## src/rtmc_pkg.sv

```systemverilog
package rtmc_pkg;
   localparam int NUM_BLK = 11;
   localparam int BLK_W = 33;
   localparam int DATA_W = 32;
   localparam int LOCK_POS = 0;
   // block index space: page 0 blocks 0..7, page 1 block k at 7+k for k 1..3
   localparam logic [3:0] IDX_CFG = 4'h0;
   localparam logic [3:0] IDX_FIRST = 4'h1;
   localparam logic [3:0] IDX_PWD = 4'h7;
   localparam logic [3:0] IDX_P1_BASE = 4'h7;
   localparam logic [3:0] IDX_TRC_HI = 4'h8;
   localparam logic [3:0] IDX_TRC_LO = 4'h9;
   localparam logic [3:0] IDX_OPT = 4'hA;
   localparam logic [2:0] P1_LAST = 3'h3;
   localparam logic [31:0] SHADOW_RST = 32'h0000_0000;
   // times in field clocks
   localparam logic [7:0] INIT_FC = 8'hC0;
   localparam logic [7:0] INIT_LAST = INIT_FC - 8'h01;
   localparam logic [11:0] PROG_FC = 12'h2BC;
   localparam logic [11:0] PROG_LAST = PROG_FC - 12'h001;
   localparam logic [7:0] PIE_ZERO_MIN = 8'h0C;
   localparam logic [7:0] PIE_ZERO_MAX = 8'h20;
   localparam logic [7:0] PIE_ONE_MIN = 8'h28;
   localparam logic [7:0] PIE_ONE_MAX = 8'h40;
   localparam logic [7:0] PIE_END = 8'h60;
   // downlink command lengths and opcodes
   localparam logic [5:0] LEN_SHORT = 6'h02;
   localparam logic [5:0] LEN_READ = 6'h06;
   localparam logic [5:0] LEN_WRITE = 6'h26;
   localparam logic [1:0] OP_TRACE = 2'h3;
   localparam logic [1:0] OP_RESET = 2'h0;
   // configuration word fields (bit 31 is sent first)
   localparam int CFG_RATE_LSB = 18;
   localparam int CFG_XMODE_BIT = 16;
   localparam int CFG_MOD_LSB = 11;
   localparam int CFG_MAXBLK_LSB = 5;
   localparam logic [4:0] MOD_PSK1 = 5'h01;
   localparam logic [4:0] MOD_PSK2 = 5'h02;
   localparam logic [4:0] MOD_PSK3 = 5'h03;
   localparam logic [4:0] MOD_FSK1 = 5'h04;
   localparam logic [4:0] MOD_FSK2 = 5'h05;
   localparam logic [4:0] MOD_MANCH = 5'h08;
   localparam logic [4:0] MOD_BIPH = 5'h10;
   // basic-mode divisors, entry k at bits 8k+7..8k
   localparam logic [63:0] BASIC_DIV_TAB =
      64'h8064_4032_2820_1008;
   localparam logic [7:0] XDIV_OFS = 8'h02;
   localparam logic [3:0] FSK_ZERO_PER = 4'h8;
   localparam logic [3:0] FSK_ONE_PER = 4'h5;

   typedef enum logic [2:0] {
      CODE_NRZ, CODE_MANCH, CODE_BIPH, CODE_FSK, CODE_PSK
   } rtmc_coding_t;

   typedef struct packed {
      rtmc_coding_t coding;
      logic [7:0] div;
   } rtmc_mod_cfg_t;

   typedef struct packed {
      logic [7:0] allocation_class_field;
      logic [7:0] maker_code_field;
      logic [4:0] chip_kind_field;
      logic [2:0] silicon_revision_field;
      logic [3:0] year_bcd;
      logic [1:0] quarter;
      logic [13:0] seq_number;
      logic [4:0] wafer_number;
      logic [14:0] die_index_field;
   } rtmc_trace_t;
endpackage

```

## src/rtmc_modulator.sv

```systemverilog
`timescale 1ns/1ps
module rtmc_modulator (
   input wire logic sys_clk, // system clock
   input wire logic rst_n, // async reset, active low
   input wire logic fc_en, // one pulse per field clock
   input wire logic run, // transmission active
   input wire rtmc_pkg::rtmc_mod_cfg_t cfg, // coding and bit divisor
   input wire logic bit_in, // bit being sent
   output logic load_on, // coil load switch
   output logic bit_done // last field clock of the bit
);
   logic [7:0] cnt_q;
   logic [3:0] sub_q;
   logic lvl_q, ph_q, prev_q, load_d;

   wire step = run & fc_en;
   wire last = cnt_q == cfg.div - 8'h01;
   wire bit_start = cnt_q == 8'h00;
   wire [7:0] half_cnt = {1'b0, cfg.div[7:1]};
   wire half = cnt_q == half_cnt;
   wire first_half = cnt_q < half_cnt;
   wire [3:0] fsk_per = bit_in ? rtmc_pkg::FSK_ONE_PER
                               : rtmc_pkg::FSK_ZERO_PER;
   wire fsk_wrap = sub_q >= fsk_per - 4'h1;
   wire fsk_lvl = sub_q < {1'b0, fsk_per[3:1]};
   wire psk_flip = bit_start & (bit_in ^ prev_q);
   assign bit_done = step & last;

   always_comb begin
      unique case (cfg.coding)
         rtmc_pkg::CODE_NRZ: load_d = bit_in;
         rtmc_pkg::CODE_MANCH: load_d = first_half ? ~bit_in : bit_in;
         rtmc_pkg::CODE_BIPH: load_d = lvl_q;
         rtmc_pkg::CODE_FSK: load_d = fsk_lvl;
         rtmc_pkg::CODE_PSK: load_d = cnt_q[0] ^ ph_q ^ psk_flip;
         default: load_d = bit_in;
      endcase
   end

   always_ff @(posedge sys_clk or negedge rst_n) begin
      if (!rst_n) begin
         cnt_q <= 8'h00;
         sub_q <= 4'h0;
      end else if (!run) begin
         cnt_q <= 8'h00;
         sub_q <= 4'h0;
      end else if (step) begin
         cnt_q <= last ? 8'h00 : cnt_q + 8'h01;
         sub_q <= fsk_wrap ? 4'h0 : sub_q + 4'h1;
      end
   end

   // biphase: toggle at every bit start, once more mid-bit for a one
   always_ff @(posedge sys_clk or negedge rst_n) begin
      if (!rst_n) begin
         lvl_q <= 1'b0;
         ph_q <= 1'b0;
         prev_q <= 1'b0;
         load_on <= 1'b0;
      end else if (!run) begin
         load_on <= 1'b0;
      end else if (step) begin
         lvl_q <= lvl_q ^ (bit_start | (half & bit_in));
         ph_q <= ph_q ^ psk_flip;
         prev_q <= bit_done ? bit_in : prev_q;
         load_on <= load_d;
      end
   end
endmodule

```

## src/rtmc_ctrl.sv

```systemverilog
`timescale 1ns/1ps
module rtmc_ctrl #(
   // arbitrary neutral identity and lot values
   parameter rtmc_pkg::rtmc_trace_t TRACE_ID = 64'h5A3C_2B1D_4E6F_7081
) (
   input wire logic sys_clk, // system clock
   input wire logic rst_n, // power-on reset, active low
   input wire logic rf_clk_pin, // clock recovered from the field
   input wire logic field_pin, // high while field present
   output logic load_on, // coil load switch
   output logic [31:0] mode_shadow_q, // configuration shadow
   output logic [31:0] option_shadow_q, // front-end option shadow
   output logic cmd_error_q, // last command refused
   output logic init_busy // initialisation running
);
   typedef enum logic [2:0] {
      S_INIT, S_READ, S_RX, S_PROG, S_TRACE, S_DIRECT
   } rtmc_state_t;

   rtmc_state_t st_q, st_d;
   logic [2:0] rfc_q, fld_q;
   logic [7:0] init_cnt_q, ivl_q;
   logic [11:0] prog_cnt_q;
   logic [5:0] bits_q;
   logic [37:0] sr_q;
   logic [3:0] prog_idx_q, tx_idx_q, go_idx;
   logic [32:0] prog_blk_q;
   logic [31:0] tx_word_q;
   logic [4:0] tx_bit_q;
   logic tx_load, bit_done;
   logic [32:0] mem [rtmc_pkg::NUM_BLK];

   // returns {valid, index}
   function automatic logic [4:0] blk_index(input logic page,
                                            input logic [2:0] addr);
      if (addr == 3'h0)
         blk_index = {1'b1, rtmc_pkg::IDX_CFG};
      else if (!page)
         blk_index = {1'b1, 1'b0, addr};
      else
         blk_index = {addr <= rtmc_pkg::P1_LAST,
                      rtmc_pkg::IDX_P1_BASE + {1'b0, addr}};
   endfunction

   // trace blocks are factory content, always locked
   function automatic logic [32:0] blk_rd(input logic [3:0] idx,
                                          input logic [32:0] word);
      if (idx == rtmc_pkg::IDX_TRC_HI)
         blk_rd = {TRACE_ID[63:32], 1'b1};
      else if (idx == rtmc_pkg::IDX_TRC_LO)
         blk_rd = {TRACE_ID[31:0], 1'b1};
      else
         blk_rd = word;
   endfunction

   // field clock and field level come from the coil: two flops first
   always_ff @(posedge sys_clk or negedge rst_n) begin
      if (!rst_n) begin
         rfc_q <= 3'h0;
         // field is present whenever the tag has power: no false edge
         fld_q <= 3'h7;
      end else begin
         rfc_q <= {rfc_q[1:0], rf_clk_pin};
         fld_q <= {fld_q[1:0], field_pin};
      end
   end

   wire fc_en = rfc_q[1] & ~rfc_q[2];
   wire field = fld_q[1];
   wire gap_start = ~fld_q[1] & fld_q[2];
   wire gap_end = fld_q[1] & ~fld_q[2];
   wire in_gap = ~field;

   // shadows and rate
   wire [31:0] cfg_w = mode_shadow_q;
   wire xmode = cfg_w[rtmc_pkg::CFG_XMODE_BIT];
   wire [5:0] rate_n = cfg_w[rtmc_pkg::CFG_RATE_LSB +: 6];
   wire [2:0] rate_sel = cfg_w[rtmc_pkg::CFG_RATE_LSB +: 3];
   wire [4:0] mod_fld = cfg_w[rtmc_pkg::CFG_MOD_LSB +: 5];
   wire [2:0] max_blk = cfg_w[rtmc_pkg::CFG_MAXBLK_LSB +: 3];
   wire [7:0] xdiv = {1'b0, rate_n, 1'b0} + rtmc_pkg::XDIV_OFS;
   wire [7:0] bdiv = rtmc_pkg::BASIC_DIV_TAB[{rate_sel, 3'h0} +: 8];
   rtmc_pkg::rtmc_mod_cfg_t mcfg;
   assign mcfg.div = xmode ? xdiv : bdiv;
   assign mcfg.coding =
      (mod_fld == rtmc_pkg::MOD_MANCH) ? rtmc_pkg::CODE_MANCH :
      (mod_fld == rtmc_pkg::MOD_BIPH) ? rtmc_pkg::CODE_BIPH :
      (mod_fld == rtmc_pkg::MOD_FSK1 || mod_fld == rtmc_pkg::MOD_FSK2)
         ? rtmc_pkg::CODE_FSK :
      (mod_fld == rtmc_pkg::MOD_PSK1 || mod_fld == rtmc_pkg::MOD_PSK2 ||
       mod_fld == rtmc_pkg::MOD_PSK3) ? rtmc_pkg::CODE_PSK :
      rtmc_pkg::CODE_NRZ;

   // init sequence
   wire init_done = st_q == S_INIT && field && fc_en &&
                    init_cnt_q == rtmc_pkg::INIT_LAST;
   wire shadow_upd = init_done || st_q == S_READ;
   assign init_busy = st_q == S_INIT;

   // downlink bit classification by field-on interval
   wire pie_zero = ivl_q >= rtmc_pkg::PIE_ZERO_MIN &&
                   ivl_q <= rtmc_pkg::PIE_ZERO_MAX;
   wire pie_one = ivl_q >= rtmc_pkg::PIE_ONE_MIN &&
                  ivl_q <= rtmc_pkg::PIE_ONE_MAX;
   wire rx_bit = st_q == S_RX && gap_start && (pie_zero || pie_one);
   wire rx_bad = st_q == S_RX && gap_start &&
                 (!(pie_zero || pie_one) || bits_q == rtmc_pkg::LEN_WRITE);
   wire rx_end = st_q == S_RX && field && ivl_q == rtmc_pkg::PIE_END;

   // command decode
   wire is_short = bits_q == rtmc_pkg::LEN_SHORT;
   wire is_read = bits_q == rtmc_pkg::LEN_READ && sr_q[5] && !sr_q[3];
   wire is_write = bits_q == rtmc_pkg::LEN_WRITE && sr_q[37];
   wire is_trace = is_short && sr_q[1:0] == rtmc_pkg::OP_TRACE;
   wire is_reset = is_short && sr_q[1:0] == rtmc_pkg::OP_RESET;
   wire [4:0] rd_sel = blk_index(sr_q[4], sr_q[2:0]);
   wire [4:0] wr_sel = blk_index(sr_q[36], sr_q[2:0]);
   wire [32:0] wr_blk = blk_rd(wr_sel[3:0], mem[wr_sel[3:0]]);
   wire wr_locked = wr_blk[rtmc_pkg::LOCK_POS];
   wire rd_ok = is_read && rd_sel[4] && rd_sel[3:0] != rtmc_pkg::IDX_OPT;
   wire wr_ok = is_write && wr_sel[4] && !wr_locked;
   wire cmd_ok = is_trace || is_reset || rd_ok || wr_ok;
   wire err_set = rx_bad || (rx_end && !cmd_ok);
   wire err_clr = rx_end && cmd_ok;

   wire prog_fire = st_q == S_PROG && fc_en &&
                    prog_cnt_q == rtmc_pkg::PROG_LAST;
   wire word_end = bit_done && tx_bit_q == 5'h1F;
   wire [32:0] go_blk = blk_rd(go_idx, mem[go_idx]);
   wire [32:0] cfg_blk = blk_rd(rtmc_pkg::IDX_CFG, mem[rtmc_pkg::IDX_CFG]);
   wire [32:0] opt_blk = blk_rd(rtmc_pkg::IDX_OPT, mem[rtmc_pkg::IDX_OPT]);
   wire tx_run = st_q == S_READ || st_q == S_TRACE || st_q == S_DIRECT;
   wire [3:0] rd_next = (tx_idx_q >= {1'b0, max_blk}) ?
                        rtmc_pkg::IDX_FIRST : tx_idx_q + 4'h1;

   always_comb begin
      st_d = st_q;
      tx_load = 1'b0;
      go_idx = rtmc_pkg::IDX_FIRST;
      unique case (st_q)
         S_INIT: begin
            if (init_done) begin
               st_d = S_READ;
               tx_load = 1'b1;
            end
         end
         S_READ, S_TRACE, S_DIRECT: begin
            if (gap_start) begin
               st_d = S_RX;
            end else if (word_end) begin
               tx_load = 1'b1;
               if (st_q == S_READ)
                  go_idx = rd_next;
               else if (st_q == S_TRACE && tx_idx_q == rtmc_pkg::IDX_TRC_HI)
                  go_idx = rtmc_pkg::IDX_TRC_LO;
               else
                  st_d = S_READ;
            end
         end
         S_RX: begin
            if (err_set) begin
               st_d = S_READ;
               tx_load = 1'b1;
            end else if (rx_end) begin
               if (is_reset) begin
                  st_d = S_INIT;
               end else if (is_trace) begin
                  st_d = S_TRACE;
                  tx_load = 1'b1;
                  go_idx = rtmc_pkg::IDX_TRC_HI;
               end else if (rd_ok) begin
                  st_d = S_DIRECT;
                  tx_load = 1'b1;
                  go_idx = rd_sel[3:0];
               end else begin
                  st_d = S_PROG;
               end
            end
         end
         S_PROG: begin
            if (prog_fire) begin
               st_d = S_READ;
               tx_load = 1'b1;
            end
         end
         default: st_d = S_INIT;
      endcase
   end

   always_ff @(posedge sys_clk or negedge rst_n) begin
      if (!rst_n) begin
         st_q <= S_INIT;
         init_cnt_q <= 8'h00;
      end else begin
         st_q <= st_d;
         if (st_q != S_INIT || in_gap)
            init_cnt_q <= 8'h00;
         else if (fc_en && !init_done)
            init_cnt_q <= init_cnt_q + 8'h01;
      end
   end

   always_ff @(posedge sys_clk or negedge rst_n) begin
      if (!rst_n) begin
         mode_shadow_q <= rtmc_pkg::SHADOW_RST;
         option_shadow_q <= rtmc_pkg::SHADOW_RST;
         cmd_error_q <= 1'b0;
      end else begin
         if (shadow_upd) begin
            mode_shadow_q <= cfg_blk[32:1];
            option_shadow_q <= opt_blk[32:1];
         end
         if (err_set)
            cmd_error_q <= 1'b1;
         else if (err_clr)
            cmd_error_q <= 1'b0;
      end
   end

   // receiver: interval runs from field return to next gap
   always_ff @(posedge sys_clk or negedge rst_n) begin
      if (!rst_n) begin
         ivl_q <= 8'h00;
         bits_q <= 6'h00;
         sr_q <= 38'h0;
      end else if (st_q != S_RX || gap_end) begin
         ivl_q <= 8'h00;
         if (st_q != S_RX)
            bits_q <= 6'h00;
      end else begin
         if (fc_en && field && ivl_q != rtmc_pkg::PIE_END)
            ivl_q <= ivl_q + 8'h01;
         if (rx_bit && !rx_bad) begin
            sr_q <= {sr_q[36:0], pie_one};
            bits_q <= bits_q + 6'h01;
         end
      end
   end

   // programming: all 33 bits land together after the program time
   always_ff @(posedge sys_clk or negedge rst_n) begin
      if (!rst_n) begin
         prog_cnt_q <= 12'h000;
         prog_idx_q <= rtmc_pkg::IDX_CFG;
         prog_blk_q <= 33'h0;
      end else if (st_q != S_PROG) begin
         prog_cnt_q <= 12'h000;
         if (rx_end && wr_ok) begin
            prog_idx_q <= wr_sel[3:0];
            prog_blk_q <= {sr_q[34:3], sr_q[35]};
         end
      end else if (fc_en) begin
         prog_cnt_q <= prog_cnt_q + 12'h001;
      end
   end

   // nonvolatile content has no reset; its erased state is loaded from
   // outside, so this stays a plain clocked process
   always @(posedge sys_clk) begin
      if (prog_fire)
         mem[prog_idx_q] <= prog_blk_q;
   end

   always_ff @(posedge sys_clk or negedge rst_n) begin
      if (!rst_n) begin
         tx_idx_q <= rtmc_pkg::IDX_FIRST;
         tx_word_q <= 32'h0000_0000;
         tx_bit_q <= 5'h00;
      end else if (tx_load) begin
         tx_idx_q <= go_idx;
         tx_word_q <= go_blk[32:1];
         tx_bit_q <= 5'h00;
      end else if (bit_done) begin
         tx_word_q <= {tx_word_q[30:0], 1'b0};
         tx_bit_q <= tx_bit_q + 5'h01;
      end
   end

   rtmc_modulator u_mod (
      .sys_clk(sys_clk),
      .rst_n(rst_n),
      .fc_en(fc_en),
      .run(tx_run),
      .cfg(mcfg),
      .bit_in(tx_word_q[31]),
      .load_on(load_on),
      .bit_done(bit_done)
   );
endmodule

```

## config.mk

```make
export PLATFORM = sky130hd
export DESIGN_NAME = rtmc_ctrl
export DESIGN_NICKNAME = d
export VERILOG_FILES = /design/src/rtmc_pkg.sv /design/src/rtmc_modulator.sv /design/src/rtmc_ctrl.sv
export SDC_FILE = /design/constraint.sdc
export NUM_CORES = 1
export LEC_CHECK = 0
export BUFFER_PORTS_ARGS = -buffer_cell sky130_fd_sc_hd__clkbuf_2
export CAP_MARGIN = 20
export CORE_ASPECT_RATIO = 1.1
export CORE_UTILIZATION = 35
export DETAILED_ROUTE_END_ITERATION = 8
export GPL_ROUTABILITY_DRIVEN = 0
export PLACE_DENSITY = 0.53
export REMOVE_ABC_BUFFERS = 1
export SLEW_MARGIN = 10
export SYNTH_ARGS = -nofsm -noshare
export SYNTH_HDL_FRONTEND = slang
export SYNTH_SLANG_ARGS = --single-unit
export TNS_END_PERCENT = 50
```

## constraint.sdc

```tcl
create_clock -name sys_clk -period 5.2 [get_ports sys_clk]
set_input_delay 0.78 -clock sys_clk [delete_from_list [all_inputs] [get_ports sys_clk]]
set_output_delay 0.78 -clock sys_clk [all_outputs]
set_load 0.05 [all_outputs]
```

# == Yosys cells after proc, flatten, opt, wreduce, memory -nomap -nowiden ==
# Memories as Yosys holds them, arrays and structs flattened. A register that Yosys moved wholly into a read port is not among the register bits.
# Cells that the tools add are included.
# op_classes
n_lt_le_gt_ge,9
mul,0
mux,73
div,0
bitwise,18
n_eq_ne,43
n_addsub,12
n_shift,1
reduce_logical,70
# op_table
cell,n
$mux W33,2
$mux W32,2
$mux W8,8
$shiftx A64 B7 Y8 const A,1
$mux W4,14
$mux W3,15
$logic_and A1 B1 Y1,30
$mux W5,6
$add A8 B1 Y8 const B,3
$mux W12,2
$eq A4 B4 Y1 const B,5
$mux W6,3
$mux W1,17
$logic_or A1 B1 Y1,14
$add A12 B1 Y12 const B,1
$eq A12 B10 Y1 const B,1
$eq A3 B2 Y1 const B,4
$ne A3 B3 Y1 const B,4
$pmux W3 S4,1
$reduce_bool A2 Y1,6
$eq A5 B2 Y1 const B,2
$eq A5 B3 Y1 const B,2
$eq A5 B5 Y1 const B,2
$eq A3 B3 Y1 const B,3
47 further kinds,78
# totals
latchBits,0
output_inout_bits,67
n_memories,1
reg_bits,176
mem_bits_ro,0
ramBits,363
input_bits,4
word_cells,247
# mem_list
memory,depth,word_bits,read_ports,rd_ports_with_merged_regs,wr,line,text
mem,11,33,4,2,1,rtmc_ctrl.sv:31,logic [32:0] mem [rtmc_pkg::NUM_BLK];

# == Depth between registers and ports, before layout ==
# logic_depth
depth_word,18
depth_mapped,21
depth_no_buf,17

# == Hierarchy ==
# From an unflattened synthesis, not the netlist that was laid out.
# unflattened
cells_unflattened,2011
area_unflattened_um2,25558.3
# by_module_without_submodules
module,n_inst,seq_area_each_um2,cells_per_inst,area_each_um2
rtmc_ctrl,1,16510.8,1852,24164.4
rtmc_modulator,1,400.4,159,1393.8

# == Worst setup path after synthesis ==
# OpenSTA, ideal clock, no wires.
# synth_path
kind,register to register
start,reg mode_shadow_q[18] (read register of mem)
end,reg tx_word_q[28]
setup_ns,0.076
slack_ns,0.645
n_path_buf,4
synth_period_minus_slack_ns,4.555
stages_incl_launch_ff,21
t_required_ns,5.124
t_arrival_ns,4.479
path_cell_list,dfrtp_1 > buf_2 > inv_2 > ha_1 > and3b_1 > nor2_1 > ha_1 > inv_1 > a211oi_2 > xnor3_1 > a2bb2oi_1 > or4_1 > buf_2 > a211oi_4 > buf_2 > a41oi_1 > buf_2 > mux2i_1 > a222oi_1 > a22oi_1 > o21ai_1
# synth_via
elab_chain_cells,13
word_cells_on_any_way,20
classes_between,add/sub (2); eq/ne (3); shift (1); mux (10); bitwise (1); reduce/logical (2); memory (1)
# synth_lines
item,line,text
from (decl),rtmc_ctrl.sv:11,"output logic [31:0] mode_shadow_q,"
$shiftx A64 B7 Y8 / $add A7 B2 Y8 (equally long branches),"rtmc_ctrl.sv:82, rtmc_ctrl.sv:81",
$mux W8 (*),rtmc_ctrl.sv:84,assign mcfg.div = xmode ? xdiv : bdiv;
$sub A8 B1 Y8 (*),rtmc_modulator.sv:17,wire last = cnt_q == cfg.div - 8'h01;
$eq A8 B8 Y1 (*),rtmc_modulator.sv:17,
$and A1 B1 Y1 (*),rtmc_modulator.sv:27,assign bit_done = step & last;
$logic_and A1 B1 Y1,rtmc_ctrl.sv:128,wire word_end = bit_done && tx_bit_q == 5'h1F;
$mux W4,rtmc_ctrl.sv:150,end else if (word_end) begin
$mux W4,rtmc_ctrl.sv:148,if (gap_start) begin
$pmux W4 S2,rtmc_ctrl.sv:140,unique case (st_q)
$mem_v2 Z11 W33 / $eq A4 B4 Y1 (equally long branches),--,
$mux W33,rtmc_ctrl.sv:50,else if (idx == rtmc_pkg::IDX_TRC_LO)
$mux W33,rtmc_ctrl.sv:48,if (idx == rtmc_pkg::IDX_TRC_HI)
$mux W32,rtmc_ctrl.sv:269,end else if (tx_load) begin
to (signal assigned),rtmc_ctrl.sv:271,tx_word_q <= go_blk[32:1];
to (signal assigned),rtmc_ctrl.sv:274,"tx_word_q <= {tx_word_q[30:0], 1'b0};"
to (decl),rtmc_ctrl.sv:28,logic [31:0] tx_word_q;
# Mark *: on every way between the ends. The rest lies on a longest branch, timed or not.
# A chain may end at the register's enable or synchronous reset.

# == Final worst setup path ==
# layout_path
start,reg mode_shadow_q[16] (read register of mem)
end,reg tx_word_q[16]
# layout_via
elab_chain_cells,12
word_cells_on_any_way,18
classes_between,add/sub (1); eq/ne (3); mux (10); bitwise (1); reduce/logical (2); memory (1)
# layout_lines
item,line
$mux W8 (*),rtmc_ctrl.sv:84
$sub A8 B1 Y8 (*),rtmc_modulator.sv:17
$eq A8 B8 Y1 (*),rtmc_modulator.sv:17
$and A1 B1 Y1 (*),rtmc_modulator.sv:27
$logic_and A1 B1 Y1,rtmc_ctrl.sv:128
$mux W4,rtmc_ctrl.sv:150
$mux W4,rtmc_ctrl.sv:148
$pmux W4 S2,rtmc_ctrl.sv:140
$mem_v2 Z11 W33 / $eq A4 B4 Y1 (equally long branches),--
$mux W33,rtmc_ctrl.sv:50
$mux W33,rtmc_ctrl.sv:48
$mux W32,rtmc_ctrl.sv:269
# Marked as above.

==> impl_metrics.toml <==
[run_status]
status = "finished clean"

[pwr]
leakage_nw = 11.6
power_switching_w = 0.00198
peakVddDrop_mv = 0.217
seqPwrFrac_pct = 51.3
clock_power_share_pct = 48.1
internal-power_w = 0.00785
switching_share_pct = 20.1
power.density_nw_per_um2 = 328
comb_power_share_pct = 0.6

[timing]
hold_viol = 0
timing.final.crit_share_pct = 91.8
tightest_slew_ns = 1.09
finalSetupViolations = 0
min_period_ns = 4.77
finClkSkew_ns = 0.0338
rsz0062_at_grt = "false"
slew_headroom_pct = 27.1
slew_violations = 0
fmax_mhz = 210

[routing]
wl_um = 68900
drt_iter0_markers = 1210
vias_per_cell = 5.29
dr.pass1.iters = 7
route.detailed.drc = 0
vias = 16177
wl_per_cell_um = 22.6
final_antenna_net_count = 0

[cts]
ctsHoldBuffers = 0
clkTransAtPathRegs_ns = 0.06
postCtsSetupRepairBufs = 0
clk-insertion-delay-late_ns = 0.62
clock_path_buffers = 3
clock_sinks = 603
clock-root-buffer = "clkbuf_16"
cts_buffers = 67
cts_resized = 0
cts_tree = "yes"
htree_levels = 3

[synth]
ys.flop_type = "edfxtp_1"
netlist_area_um2 = 25900
ys_seq_area_share_pct = 65.4
synth_commonest_cells = "edfxtp_1, dfrtp_1, nand2_1"
ys_ff_latch = 603
syn_area_per_cell_um2 = 13.4
post-synth-top-area-cell = "edfxtp_1"
ys_warn_count = 0
synth_edf_count = 363
synth_top_cell_area_share_pct = 42.1
synthArstFlopShare_pct = 39.8
synth_area_leaders = "edfxtp_1, dfrtp_1, mux2_2"
synth_cells = 1938
post-synth-top-count-cell = "edfxtp_1"
yosysUniqueCellTypes = 82

[finish]
final_cell_area_um2 = 29900
fillerInstances = 6814
area_delta_synth_final_pct = 15.7
antennaDiodeCount = 0
nets = 2087
post-route-util_pct = 40.9
drive_gt1_share_pct = 20.2
multi_input_area_um2 = 8600
final-seq-area_um2 = 16900

[placed_design]
port_buffers = 70
dpl_cell_area_um2 = 27700
dp_hpwl_um = 44400

[global_routing]
grt_first_pass_wirelength_um = 105000
grt_pass1_vias = 16389
overflow = 0
track_usage_pct = 18.8
antenna_found_initial = 1
grt_max_degree = 110

[worst_setup_path]
cp-end-kind = "flip-flop"
startpoint_type = "flip-flop"
crit_chain = "inv_1, and3_1, a21oi_1, ha_1, inv_1, a211oi_2, nor4b_1, a2bb2oi_1, or4_1, nand2_1, a31o_2, nand2b_1, buf_4, o22a_1, a21oi_1, a211oi_1"
max_stage_delay_ns = 0.62
cp_max_fo = 12
crit_arrival_ns = 5.27
worst_ep_required_time_ns = 5.70
crit_type = "reg2reg"
cp_slowest_cell = "nand2b_1"
r2r_slack_ns = 0.43

[die]
die_w_um = 261
initial_core_util_pct = 35.4
die-area_um2 = 75000
ios = 71
dieHeight_um = 287
rows = 104
placeableCoreArea_um2 = 73100

[min_path]
hold_path.class = "in2async"

[flow_run]
max-cap-violations = 0
## critical path: cells and delay by family (launching register included)
family	cells	cell delay, ns
simple gates	5	2.01
compound gates	7	1.38
flops	1	0.56
buf+inv	3	0.49
fa+ha+maj	1	0.23
## cells in the final DEF (no fill, tap or decap), drive strengths merged, types with 13 or more instances in the layout
cell type | Yosys | final
mux2 | 145 | 145
clkinv | 0 | 21
nand2b | 21 | 21
a21oi | 62 | 62
nor3 | 28 | 28
and3 | 27 | 27
a211oi | 31 | 31
nor2 | 139 | 139
clkbuf | 41 | 162
nand2 | 199 | 199
o211ai | 13 | 13
a31oi | 24 | 24
o21ai | 76 | 76
xnor2 | 24 | 24
edfxtp | 363 | 363
nand3 | 47 | 47
inv | 33 | 37
buf | 48 | 60
ha | 36 | 36
xor2 | 26 | 26
o22ai | 24 | 24
mux2i | 127 | 127
dfrtp | 236 | 236
## path summary, 6_finish.rpt
path	cells past startpoint	to	from
max	16	tx_word_q[16]$_DFFE_PN0P_	mode_shadow_q[16]$_DFFE_PN0P_
min reg2reg	0	fld_q[1]$_DFF_PN1_	fld_q[0]$_DFF_PN1_
min in group sys_clk	1	fld_q[0]$_DFF_PN1_	field_pin
max reg2reg	16	tx_word_q[16]$_DFFE_PN0P_	mode_shadow_q[16]$_DFFE_PN0P_
min	1	ivl_q[1]$_DFFE_PN0P_	rst_n
max in group asynchronous	2	sr_q[16]$_DFFE_PN0P_	rst_n
## flip-flops by register name, summed over array words and instances (netlist names), 3 cells and up
register and count:
fld_q 3, mode_shadow_q 32, st_q 3, u_mod.cnt_q 8, sr_q 38, u_mod.sub_q 4, prog_cnt_q 12, rfc_q 3
prog_blk_q 33, prog_idx_q 4, tx_bit_q 5, option_shadow_q 32, bits_q 6, ivl_q 8, tx_idx_q 4, init_cnt_q 8
mem 363, tx_word_q 32
## power groups by stage
stage | logic (W) | registers [W] | clock network, W
detailed placement | 0.0000607 | 0.00514 | 0
global route | 0.0000660 | 0.00504 | 0.00504
CTS | 0.0000609 | 0.00504 | 0.00485
finish | 0.0000558 | 0.00504 | 0.00473
global placement | 0.0000590 | 0.00514 | 0
floorplan | 0.00000842 | 0.00514 | 0
## stage by stage
step | hold WS [ns] | setup WS (ns) | setup TNS (ns) | instances | total power [W]
after floorplan | 0.331 | -8.10 | -295.58 | 1849 | 0.00515
after global placement | 0.343 | 0.314 | 0 | 2929 | 0.00520
after detailed placement | 0.341 | 0.0970 | 0 | 2929 | 0.00520
after CTS | 0.223 | 0.0923 | 0 | 3053 | 0.00996
after global routing | 0.225 | 0.0914 | 0 | 3056 | 0.0101
final | 0.170 | 0.427 | 0 | 3056 | 0.00983
## layer usage
layer	track usage, %	wire [um]	vias up
met5	0	0	-
met4	6.00	1570	0
met3	2.63	2970	98
met2	31.6	33900	392
met1	25.0	30500	8276
li1	-	-	7411
## logic make-up after synthesis
kind of cell	synth area share (%)
buffers and inverters	2.00
adder cells (fa/ha/maj)	1.74
XOR/XNOR	1.78
multiplexers	11.2
flip-flops	65.4
AO/OA/AOI/OAI	8.32
AND/OR/NAND/NOR	9.59
## cell type report
| class | count | area share, % |
|---|---|---|
| repair buffers | 129 | 3.05 |
| inverters | 33 | 0.414 |
| well taps | 954 | 3.99 |
| clock buffers | 93 | 6.30 |
| flip-flops and latches | 603 | 56.5 |
| multi-input cells | 1213 | 28.7 |
| clock inverters | 31 | 1.04 |
No activity file was read; power rests on OpenSTA's default activity.
